## config.mk

```make
export PLATFORM = sky130hd
export DESIGN_NAME = crt_command_status_unit
export DESIGN_NICKNAME = d
export VERILOG_FILES = /design/src/crtcu_pkg.sv /design/src/crtcu_sync.sv /design/src/crt_command_status_unit.sv
export SDC_FILE = /design/constraint.sdc
export NUM_CORES = 1
export LEC_CHECK = 0
export BUFFER_PORTS_ARGS = -buffer_cell sky130_fd_sc_hd__buf_2
export CORE_MARGIN = 2
export CORE_UTILIZATION = 53
export DETAILED_ROUTE_END_ITERATION = 16
export PLACE_DENSITY = 0.75
export SYNTH_ARGS = -nofsm -noshare
export SYNTH_HDL_FRONTEND = slang
export SYNTH_SLANG_ARGS = --single-unit
```

## constraint.sdc

```tcl
create_clock -name clk -period 7.95 [get_ports clk]
set_input_delay 0.3975 -clock clk [delete_from_list [all_inputs] [get_ports clk]]
set_output_delay 0.3975 -clock clk [all_outputs]
set_load 0.005 [all_outputs]
```

## src/crtcu_pkg.sv

```systemverilog
// Purpose: shared constants of the crt command and status unit
// Assumes: 8-bit host bus, one character clock
// Notes:   command code sits in data bits 7:5
package crtcu_pkg;
   // -----------------------------------------------------------
   // command codes (upper three bits of a command byte)
   // -----------------------------------------------------------
   localparam logic [2:0] CMD_RESET     = 3'h0;
   localparam logic [2:0] CMD_START     = 3'h1;
   localparam logic [2:0] CMD_STOP      = 3'h2;
   localparam logic [2:0] CMD_READ_PEN  = 3'h3;
   localparam logic [2:0] CMD_LOAD_CURS = 3'h4;
   localparam logic [2:0] CMD_IRQ_ON    = 3'h5;
   localparam logic [2:0] CMD_IRQ_OFF   = 3'h6;
   localparam logic [2:0] CMD_PRESET    = 3'h7;

   // -----------------------------------------------------------
   // parameter byte counts
   // -----------------------------------------------------------
   localparam logic [2:0] RESET_PARAMS  = 3'h4;
   localparam logic [2:0] PEN_PARAMS    = 3'h2;
   localparam logic [2:0] CURS_PARAMS   = 3'h2;

   // -----------------------------------------------------------
   // status word bit positions (bit 7 reads zero)
   // -----------------------------------------------------------
   localparam int ST_IRQ_ENABLE  = 6;
   localparam int ST_IRQ_PENDING = 5;
   localparam int ST_PEN_HIT     = 4;
   localparam int ST_BAD_CMD     = 3;
   localparam int ST_VIDEO_ON    = 2;
   localparam int ST_UNDERRUN    = 1;
   localparam int ST_FIFO_OVR    = 0;

   // -----------------------------------------------------------
   // timing and reset values
   // -----------------------------------------------------------
   localparam logic [1:0] PRESET_CYCLES = 2'h2;
   localparam logic [7:0] BYTE_RESET    = 8'h00;
   localparam logic [3:0] BUS_IDLE      = 4'hF;   // csN, rdN, wrN high, select high

   typedef enum logic [1:0] {
      PH_IDLE  = 2'b00,
      PH_WRPAR = 2'b01,
      PH_RDPAR = 2'b10
   } crtcu_phase_t;

   typedef struct packed {
      crtcu_phase_t phase;
      logic [2:0]   curCmd;
      logic [2:0]   paramLeft;
      logic [2:0]   paramIdx;
      logic [6:0]   flags;
      logic [7:0]   cursorChar;
      logic [7:0]   cursorRow;
      logic [7:0]   penChar;
      logic [7:0]   penRow;
      logic [7:0]   readData;
      logic         wrSel;
      logic         wrA0;
      logic [7:0]   wrData;
      logic         wrPrev;
      logic         rdSel;
      logic         rdA0;
      logic         rdPrev;
      logic         penPrev;
      logic [1:0]   presetCnt;
      logic         counterHold;
      logic         dmaOn;
      logic         duBlank;
   } crtcu_state_t;
endpackage : crtcu_pkg

```

## src/crtcu_sync.sv

```systemverilog
// Purpose: two-flop synchroniser for pin inputs
// Assumes: inputs are quasi-static levels
// Notes:   first stage feeds only the second stage
`timescale 1ns/10ps
module crtcu_sync #(
   parameter int              WIDTH   = 1,
   parameter logic [WIDTH-1:0] RST_VAL = '0
) (
   input  wire logic             clk,
   input  wire logic             rst,
   input  wire logic [WIDTH-1:0] din,
   output      logic [WIDTH-1:0] dout
);
   logic [WIDTH-1:0] stage1_ff;

   // a zero-width synchroniser has nothing to carry
   if (WIDTH < 1) begin : g_width_check
      $error("crtcu_sync needs a width of at least one");
   end

   always_ff @(posedge clk or posedge rst) begin
      if (rst) begin
         stage1_ff <= RST_VAL;
         dout      <= RST_VAL;
      end else begin
         stage1_ff <= din;
         dout      <= stage1_ff;
      end
   end
endmodule : crtcu_sync

```

## src/crt_command_status_unit.sv

```systemverilog
// Purpose: command decoder and status word of a crt display controller
// Assumes: host pins are asynchronous; frame events come from logic on clk
// Notes:   writes taken at the synchronised rising edge of the write strobe
//
// Functional notes
// read-pen command returns pen character then pen row on parameter reads
// read-pen command leaves all status flags unchanged
// load-cursor stores next two parameter writes as cursor character and row
// enable-interrupt command sets interrupt-enable flag
// disable-interrupt command clears interrupt-enable flag
// preset command loads timing counters to top-left over two clocks
// counters stay frozen after preset until another command arrives
// interrupt-enable gates the retrace interrupt and follows the commands
// start display sets interrupt-enable, reset command clears it
// pending interrupt set at last-row start when enabled, cleared by status read
// pen flag set when pen rises and position captured, cleared by status read
// wrong parameter count sets bad-command flag, cleared by status read
// video flag set by start, cleared by stop or reset
// underrun sets flag, halts dma, blanks until retrace ends; read clears
// attribute fifo overrun sets flag, cleared by status read
// status byte is 0, ie, ir, lp, ic, ve, du, fo from bit 7 down
// read-cleared flags clear only after the status read completes
// select high writes command and reads status, low accesses parameters
// host sends exactly the parameter bytes each command needs
// start display enables interrupts, dma and video
// reset command stops dma, disables interrupts and blanks the screen
`timescale 1ns/10ps
module crt_command_status_unit
   import crtcu_pkg::*;
(
   input  wire logic       clk,
   input  wire logic       rst,
   input  wire logic       csN,
   input  wire logic       rdN,
   input  wire logic       wrN,
   input  wire logic       registerSelectLine,
   input  wire logic [7:0] dataIn,
   output      logic [7:0] dataOut,
   output      logic       dataOe,
   input  wire logic       penSenseInput,
   input  wire logic [7:0] charPosIn,
   input  wire logic [7:0] rowPosIn,
   input  wire logic       lastRowStart,
   input  wire logic       retraceEnd,
   input  wire logic       dmaUnderrun,
   input  wire logic       fifoOverrun,
   output      logic       irqOut,
   output      logic       dmaEnable,
   output      logic       videoBlank,
   output      logic [7:0] cursorChar,
   output      logic [7:0] cursorRow,
   output      logic       presetLoad,
   output      logic       counterHold
);
   // -----------------------------------------------------------
   // pin synchronisers
   // -----------------------------------------------------------
   logic [3:0]   busSync;
   logic [7:0]   dataSync;
   logic         penSync;
   crtcu_state_t cur_ff;
   crtcu_state_t nxt_cur;
   logic         csActN;
   logic         rdSyncN;
   logic         wrSyncN;
   logic         selSync;
   logic         wrTaken;
   logic         rdStart;
   logic         rdDone;
   logic [7:0]   statusByte;

   crtcu_sync #(.WIDTH(4), .RST_VAL(BUS_IDLE)) u_busSync (
      .clk  (clk),
      .rst  (rst),
      .din  ({csN, rdN, wrN, registerSelectLine}),
      .dout (busSync)
   );
   crtcu_sync #(.WIDTH(8), .RST_VAL(BYTE_RESET)) u_dataSync (
      .clk  (clk),
      .rst  (rst),
      .din  (dataIn),
      .dout (dataSync)
   );
   crtcu_sync #(.WIDTH(1), .RST_VAL(1'b0)) u_penSync (
      .clk  (clk),
      .rst  (rst),
      .din  (penSenseInput),
      .dout (penSync)
   );

   assign csActN  = busSync[3];
   assign rdSyncN = busSync[2];
   assign wrSyncN = busSync[1];
   assign selSync = busSync[0];
   assign wrTaken = wrSyncN && !cur_ff.wrPrev && cur_ff.wrSel;
   assign rdStart = !rdSyncN && cur_ff.rdPrev && !csActN;
   assign rdDone  = rdSyncN && !cur_ff.rdPrev && cur_ff.rdSel;

   // -----------------------------------------------------------
   // status word and outputs
   // -----------------------------------------------------------
   assign statusByte  = {1'b0, cur_ff.flags};
   assign dataOut     = cur_ff.readData;
   assign dataOe      = cur_ff.rdSel && !rdSyncN;
   assign irqOut      = cur_ff.flags[ST_IRQ_PENDING];
   assign dmaEnable   = cur_ff.dmaOn && !cur_ff.duBlank;
   assign videoBlank  = !cur_ff.flags[ST_VIDEO_ON] || cur_ff.duBlank;
   assign cursorChar  = cur_ff.cursorChar;
   assign cursorRow   = cur_ff.cursorRow;
   assign presetLoad  = (cur_ff.presetCnt != 2'h0);
   assign counterHold = cur_ff.counterHold;

   // -----------------------------------------------------------
   // next state
   // -----------------------------------------------------------
   always_comb begin
      nxt_cur         = cur_ff;
      nxt_cur.wrPrev  = wrSyncN;
      nxt_cur.rdPrev  = rdSyncN;
      nxt_cur.penPrev = penSync;
      // address, select and data are sampled while the strobe is low and held once it rises
      if (!wrSyncN) begin
         nxt_cur.wrSel  = !csActN;
         nxt_cur.wrA0   = selSync;
         nxt_cur.wrData = dataSync;
      end
      if (cur_ff.presetCnt != 2'h0) begin
         nxt_cur.presetCnt = cur_ff.presetCnt - 2'h1;
      end

      // clears come first so that a same-cycle event wins
      if (rdDone && cur_ff.rdA0) begin
         nxt_cur.rdSel                  = 1'b0;
         nxt_cur.flags[ST_IRQ_PENDING]  = 1'b0;
         nxt_cur.flags[ST_PEN_HIT]      = 1'b0;
         nxt_cur.flags[ST_BAD_CMD]      = 1'b0;
         nxt_cur.flags[ST_UNDERRUN]     = 1'b0;
         nxt_cur.flags[ST_FIFO_OVR]     = 1'b0;
      end else if (rdDone) begin
         nxt_cur.rdSel = 1'b0;
      end

      if (rdStart) begin
         nxt_cur.rdSel = 1'b1;
         nxt_cur.rdA0  = selSync;
         if (selSync) begin
            nxt_cur.readData = statusByte;
         end else if (cur_ff.phase == PH_RDPAR) begin
            nxt_cur.readData  = (cur_ff.paramIdx == 3'h0) ? cur_ff.penChar
                                                          : cur_ff.penRow;
            nxt_cur.paramIdx  = cur_ff.paramIdx + 3'h1;
            nxt_cur.paramLeft = cur_ff.paramLeft - 3'h1;
            if (cur_ff.paramLeft == 3'h1) begin
               nxt_cur.phase = PH_IDLE;
            end
         end else begin
            nxt_cur.readData          = BYTE_RESET;
            nxt_cur.flags[ST_BAD_CMD] = 1'b1;
         end
      end

      if (wrTaken && cur_ff.wrA0) begin
         if (cur_ff.paramLeft != 3'h0) begin
            nxt_cur.flags[ST_BAD_CMD] = 1'b1;
         end
         nxt_cur.curCmd      = cur_ff.wrData[7:5];
         nxt_cur.paramIdx    = 3'h0;
         nxt_cur.paramLeft   = 3'h0;
         nxt_cur.phase       = PH_IDLE;
         nxt_cur.counterHold = 1'b0;
         case (cur_ff.wrData[7:5])
            CMD_RESET: begin
               nxt_cur.phase                 = PH_WRPAR;
               nxt_cur.paramLeft             = RESET_PARAMS;
               nxt_cur.dmaOn                 = 1'b0;
               nxt_cur.flags[ST_IRQ_ENABLE]  = 1'b0;
               nxt_cur.flags[ST_VIDEO_ON]    = 1'b0;
            end
            CMD_START: begin
               nxt_cur.dmaOn                 = 1'b1;
               nxt_cur.flags[ST_IRQ_ENABLE]  = 1'b1;
               nxt_cur.flags[ST_VIDEO_ON]    = 1'b1;
            end
            CMD_STOP: begin
               nxt_cur.flags[ST_VIDEO_ON]    = 1'b0;
            end
            CMD_READ_PEN: begin
               nxt_cur.phase     = PH_RDPAR;
               nxt_cur.paramLeft = PEN_PARAMS;
            end
            CMD_LOAD_CURS: begin
               nxt_cur.phase     = PH_WRPAR;
               nxt_cur.paramLeft = CURS_PARAMS;
            end
            CMD_IRQ_ON: begin
               nxt_cur.flags[ST_IRQ_ENABLE]  = 1'b1;
            end
            CMD_IRQ_OFF: begin
               nxt_cur.flags[ST_IRQ_ENABLE]  = 1'b0;
            end
            CMD_PRESET: begin
               nxt_cur.presetCnt   = PRESET_CYCLES;
               nxt_cur.counterHold = 1'b1;
            end
            default: begin
               nxt_cur.phase = PH_IDLE;
            end
         endcase
      end else if (wrTaken) begin
         if (cur_ff.phase == PH_WRPAR) begin
            if (cur_ff.curCmd == CMD_LOAD_CURS) begin
               if (cur_ff.paramIdx == 3'h0) begin
                  nxt_cur.cursorChar = cur_ff.wrData;
               end else begin
                  nxt_cur.cursorRow = cur_ff.wrData;
               end
            end
            nxt_cur.paramIdx  = cur_ff.paramIdx + 3'h1;
            nxt_cur.paramLeft = cur_ff.paramLeft - 3'h1;
            if (cur_ff.paramLeft == 3'h1) begin
               nxt_cur.phase = PH_IDLE;
            end
         end else begin
            nxt_cur.flags[ST_BAD_CMD] = 1'b1;
         end
      end

      // frame and datapath events set their flags last
      if (lastRowStart && cur_ff.flags[ST_IRQ_ENABLE]) begin
         nxt_cur.flags[ST_IRQ_PENDING] = 1'b1;
      end
      if (penSync && !cur_ff.penPrev) begin
         nxt_cur.penChar           = charPosIn;
         nxt_cur.penRow            = rowPosIn;
         nxt_cur.flags[ST_PEN_HIT] = 1'b1;
      end
      if (retraceEnd) begin
         nxt_cur.duBlank = 1'b0;
      end
      if (dmaUnderrun) begin
         nxt_cur.flags[ST_UNDERRUN] = 1'b1;
         nxt_cur.duBlank            = 1'b1;
      end
      if (fifoOverrun) begin
         nxt_cur.flags[ST_FIFO_OVR] = 1'b1;
      end
   end

   always_ff @(posedge clk or posedge rst) begin
      if (rst) begin
         cur_ff        <= '0;
         cur_ff.wrPrev <= 1'b1;
         cur_ff.rdPrev <= 1'b1;
      end else begin
         cur_ff <= nxt_cur;
      end
   end
endmodule : crt_command_status_unit

```

==> impl_metrics.json, run 1 <==
{
  "critical_path.top_delay_family": "simple AND/OR/NAND/NOR gates",
  "drv_cap": 0,
  "grt_pass1_vias": 2396,
  "synth_area_leaders": "dfrtp_1 56%, mux2_2 12%, dfstp_2 6.3%",
  "r2r_cells": 5,
  "grt_pass1_wl_um": 11600,
  "die_h_um": 92.7,
  "drt-initial-drc-count": 148,
  "setup_viol": 0,
  "power.share.sequential_pct": 55.4,
  "ys_ff_latch": 104,
  "yosysSeqAreaShare_pct": 62.8,
  "vdd_ir_drop_max_uv": 135,
  "clock-sinks": 104,
  "met1_usage_pct": 25.1,
  "final_common_cell": "dfrtp_1",
  "grt_util_met2_pct": 26.8,
  "clockRootBuffer": "clkbuf_8",
  "hold_class": "primary input to asynchronous set/reset pin",
  "synth_nets": 355,
  "wl_per_cell_um": 15.4,
  "netlist_instances": 315,
  "crit_arrival_ps": 2780,
  "viasPerCell": 5.14,
  "antennaDiodeCount": 0,
  "area_growth_pct": 10.5,
  "final_area_sq_um": 4600,
  "worstSetupPathType": "flip-flop to flip-flop",
  "path_buf_inv": 1,
  "ctsLongestPathBuffers": 2,
  "grt_max_degree": 64,
  "critical_path_peak_fanout": 10,
  "vias": 2374,
  "relSlewSlack_pct": 22.4,
  "nets": 395,
  "rows": 32,
  "dp_hpwl_um": 4770,
  "end_kind": "flip-flop",
  "internal_power_mw": 0.833,
  "htreeDepth": 3,
  "ys_dominant_reg_cell": "dfrtp_1",
  "die_w_um": 92.7,
  "drtPass1Iterations": 4,
  "share_comb_of_total_power_pct": 15.7,
  "max_stage_delay_ps": 900,
  "post-route-period-util_pct": 31.7,
  "p_clk_share_pct": 28.8,
  "finalMaxSlewViolations": 0,
  "drc": 0,
  "slowest_stage": "nor2b_1",
  "place_congestion": 0.772,
  "initial_core_util_pct": 54.2,
  "swShare_pct": 27.5,
  "drive_gt1_share_pct": 38.9,
  "worst_pin_slew_ps": 1160,
  "start_kind": "flip-flop",
  "coreArea_sq_um": 7690,
  "status": "completed",
  "cp.required_ps": 8210,
  "synth_edf_count": 0,
  "top_usage_layer": "met2",
  "hold_buffers": 0,
  "skew_ps": 12.9,
  "antenna_found_initial": 0,
  "crit_chain": "inv_1 -> ha_1 -> nor2b_1 -> nand2_1 -> mux2_2",
  "clk_pin_slew_ps": 100,
  "avgSynthCellArea_sq_um": 13.2,
  "final_cell_mix": "94 x dfrtp_1, 64 x buf_2, 43 x mux2_2",
  "cts_setup_buffers": 0,
  "synth_top_cell_area_share_pct": 56.5,
  "leakagePower_nw": 2.25,
  "r2r_start": "cur_ff[67]$_DFF_PP0_",
  "fin_tns_setup_ps": 0,
  "dpl_cell_area_sq_um": 4400,
  "timing.final.crit_period_ps": 2520,
  "grt_use_total_pct": 17.5,
  "ant_nets": 0,
  "fin_util_pct": 59.9,
  "yosys_warnings": 0,
  "cts_buffers": 9,
  "clk_latency_ps": 370,
  "cts_tree": "yes",
  "hold_viol": 0,
  "r2r_end": "cursorChar[3]$_DFFE_PP0P_",
  "routed_wl_um": 7100,
  "power.switching_mw": 0.316,
  "fillCellCount": 632,
  "rrSetupSlack_ps": 5430,
  "rsz0062_at_grt": "no",
  "grt_overflow": 0,
  "io_pins": 65,
  "die-area_sq_um": 8580,
  "port_buffers": 64,
  "synth.largest_area_cell": "dfrtp_1",
  "cellPowerDensity_nw_per_um2": 250,
  "cts_resized": 0,
  "fmax_mhz": 396,
  "ys_types": 44,
  "synthArstFlopShare_pct": 100,
  "grt.met3_usage_pct": 2.69,
  "netlist_area_sq_um": 4170
}
-- layout make-up --
| type | count | area (sq um) | area share [%] |
|---|---|---|---|
| clock buffers | 9 | 124 | 2.69 |
| inverters | 11 | 43.8 | 0.952 |
| flip-flops and latches | 104 | 2620 | 56.8 |
| repair buffers | 66 | 335 | 7.29 |
| clock inverters | 7 | 78.8 | 1.71 |
| multi-input cells | 163 | 1280 | 27.8 |
| well taps | 102 | 128 | 2.77 |
-- worst reg2reg max path, delay by kind of cell (launching register included) --
family	cells	cell delay [ps]
adders and majority gates	1	140
buffers and inverters	1	100
DFF	1	400
muxes	1	410
and+or+nand+nor	2	1380
-- how the worst max path moves through the flow --
stage,end,depth (start not counted),slack (ps),startpoint
global route,cursorChar[0]$_DFFE_PP0P_,5,5160,cur_ff[67]$_DFF_PP0_
detailed placement,cursorChar[3]$_DFFE_PP0P_,5,5320,cur_ff[67]$_DFF_PP0_
global placement,cursorChar[3]$_DFFE_PP0P_,5,5430,cur_ff[67]$_DFF_PP0_
finish,cursorChar[3]$_DFFE_PP0P_,5,5430,cur_ff[67]$_DFF_PP0_
floorplan,counterHold$_DFFE_PP0P_,1,4840,rst
CTS,cursorChar[3]$_DFFE_PP0P_,5,5330,cur_ff[67]$_DFF_PP0_
-- per-layer routing --
layer / share of wire (%) / routed length [um]
met5: 0 / 0
met4: 1.8 / 129
met3: 2.3 / 164
met2: 48 / 3380
met1: 48 / 3430
-- sequential cells by signal, indices dropped and copies added, names as in the netlist --
signal and count:
u_busSync.dout 4, cursorRow 8, cursorChar 8, dataOut 8, cur_ff 52, counterHold 1
u_penSync.dout 1, u_dataSync.dout 8, u_dataSync.stage1_ff 8, irqOut 1, u_busSync.stage1_ff 4, u_penSync.stage1_ff 1
-- power groups by stage --
stage,sequential [mW],clock [mW],combinational [mW]
finish,0.637,0.331,0.181
global route,0.646,0.359,0.206
CTS,0.637,0.338,0.185
detailed placement,0.647,0,0.183
global placement,0.646,0,0.176
floorplan,0.629,0,0.155
-- synthesized netlist by cell type (all sizes together) (3+ instances only) --
master   n
nand2   29
nand4b   3
dfstp   10
a21o     6
mux2    43
nor2     8
inv     11
buf     28
nor2b    4
nand3b   3
dfrtp   94
mux2i   10
ha       5
o21ai    5
nor3b    4
o211ai   7
nand3    9
clkbuf   9
-- through the flow --
step           power (mW)  cells  worst slack [ps]  hold WS (ps)
6_report             1.15    462              5430          62.2
3_5_place_dp        0.830    446              5320           335
3_3_place_gp        0.821    446              5430           332
5_1_grt              1.21    462              5160          96.1
2_1_floorplan       0.784    315              4840           331
4_1_cts              1.16    462              5330          73.8
-- cell families after synthesis --
family	synth area share (%)
buffers and inverters	6.55
AO/OA/AOI/OAI	5.11
XOR/XNOR	0.631
multiplexers	14.0
flip-flops	62.8
AND/OR/NAND/NOR	9.40
adder cells (fa/ha/maj)	1.50
(Power assumes the default switching activity.)
==> run 2, diff against run 1 <==
==> constraint.sdc (replaced) <==
create_clock -name clk -period 2.5 [get_ports clk]
set_input_delay 0.125 -clock clk [delete_from_list [all_inputs] [get_ports clk]]
set_output_delay 0.125 -clock clk [all_outputs]
set_load 0.005 [all_outputs]
==> impl_metrics.json, run 2 (same netlist as run 1, synthesis figures left out) <==
{
  "status": "completed",
  "vdd_ir_drop_max_uv": 420,
  "worst_pin_slew_ps": 773,
  "coreArea_sq_um": 7690,
  "routed_wl_um": 7180,
  "grt_max_degree": 65,
  "clockRootBuffer": "clkbuf_8",
  "grt_overflow": 0,
  "place_congestion": 0.743,
  "seqCellArea_sq_um": 2620,
  "htreeDepth": 3,
  "fin_tns_setup_ps": 0,
  "largest_register_ffs": 52,
  "cts_buffers": 9,
  "relSlewSlack_pct": 48.5,
  "start_kind": "flip-flop",
  "skew_ps": 14.9,
  "dpl_cell_area_sq_um": 4440,
  "ctsLongestPathBuffers": 2,
  "final_cell_mix": "94 x dfrtp_1, 64 x buf_2, 43 x mux2_2",
  "finalMaxSlewViolations": 0,
  "worstSetupPathType": "flip-flop to flip-flop",
  "drc": 0,
  "grt_use_total_pct": 18.2,
  "fmax_mhz": 480,
  "crit_arrival_ps": 2310,
  "cp.required_ps": 2730,
  "grt_pass1_vias": 2603,
  "fin_util_pct": 64.6,
  "grt_pass1_wl_um": 12200,
  "drive_gt1_share_pct": 36.4,
  "clk_latency_ps": 360,
  "area_growth_pct": 19.2,
  "multi_input_area_sq_um": 1280,
  "port_buffers": 64,
  "post-route-period-util_pct": 83.4,
  "vias": 2531,
  "drt-initial-drc-count": 120,
  "antenna_found_initial": 0,
  "rsz0062_at_grt": "no",
  "io_pins": 65,
  "hold_viol": 0,
  "die_h_um": 92.7,
  "viasPerCell": 5.06,
  "power_mw": 3.66,
  "rows": 32,
  "critical_path_peak_fanout": 9,
  "setup_viol": 0,
  "cts_setup_buffers": 0,
  "cellPowerDensity_nw_per_um2": 737,
  "cts_tree": "yes",
  "hold_slack_ps": 28.6,
  "cts_resized": 0,
  "drv_cap": 0,
  "initial_core_util_pct": 54.2,
  "hold_class": "primary input to flip-flop",
  "drtPass1Iterations": 4,
  "final_area_sq_um": 4960,
  "die-area_sq_um": 8580,
  "end_kind": "flip-flop",
  "dp_hpwl_um": 4750,
  "antennaDiodeCount": 0,
  "ant_nets": 0,
  "clk_pin_slew_ps": 100,
  "timing.final.crit_period_ps": 2080,
  "nets": 433,
  "final_common_cell": "dfrtp_1",
  "top_register": "cur_ff",
  "die_w_um": 92.7,
  "fillCellCount": 580,
  "clock-sinks": 104,
  "wl_per_cell_um": 14.4,
  "leakagePower_nw": 2.40
}
run 2: cell types whose count changed in the layout (fill, tap and decap cells not counted):
cell           previous run  this run
inv_4                     1         0
dlygate4sd3_1             0        33
inv_6                     1         2
clkinv_2                  1         0
buf_4                     2         7
inv_8                     1         2
clkinv_8                  0         1
bufinv_16                 1         0
run 2: final timing paths:
kind,startpoint,endpoint,slack (ps),cells after the start
worst min-delay path,retraceEnd,cur_ff[0]$_DFFE_PP0P_,30,3
worst max-delay path,cur_ff[6]$_DFF_PP1_,cur_ff[77]$_DFF_PP0_,420,4
max in group asynchronous,rst,cur_ff[77]$_DFF_PP0_,1420,4
worst max register to register,cur_ff[6]$_DFF_PP1_,cur_ff[77]$_DFF_PP0_,420,4
min in group asynchronous,rst,cur_ff[0]$_DFFE_PP0P_,160,3
worst min register to register,u_dataSync.stage1_ff[7]$_DFF_PP0_,u_dataSync.dout[7]$_DFF_PP0_,360,0
run 2: metal layers:
metal | share of wire [%] | routed length (um) | global-route usage [%]
met4 | 2.0 | 143 | 8.09
met3 | 3.4 | 244 | 3.17
met5 | 0 | 0 | 0
met1 | 46 | 3330 | 24.7
met2 | 48 | 3460 | 29.1
run 2: worst max-delay path, stage by stage, from the launching register on:
cell	delay (ps)
dfstp_2	550
or3b_1	360
or4b_1	660
o311ai_1	290
o31ai_1	100
run 2: report_power, final:
part           switching (mW)  total, mW  internal, mW  leakage, nW
Sequential              0.141       2.03          1.88         1.25
Clock                   0.613       1.01         0.393       0.0970
Combinational           0.289      0.627         0.337         1.05
Total                    1.04       3.66          2.62         2.40
run 2: layout make-up:
cell class | instances | area share, %
clock buffer | 9 | 2.49
clock inverter | 7 | 1.46
inverter | 11 | 0.907
multi-input combinational | 163 | 25.7
sequential | 104 | 52.7
tap | 102 | 2.57
timing repair buffer | 104 | 14.2
run 2: timing repair:
item                                    4_1_cts  5_1_grt
endpoints found under the hold margin        67        0
endpoints found under the setup margin        0        0
hold buffers                                 33        0
run 2: metrics by stage:
stage / setup slack (ps) / cells
2_1_floorplan: 498 / 315
3_3_place_gp: 424 / 451
3_5_place_dp: 408 / 451
4_1_cts: 411 / 500
5_1_grt: 342 / 500
6_report: 416 / 500
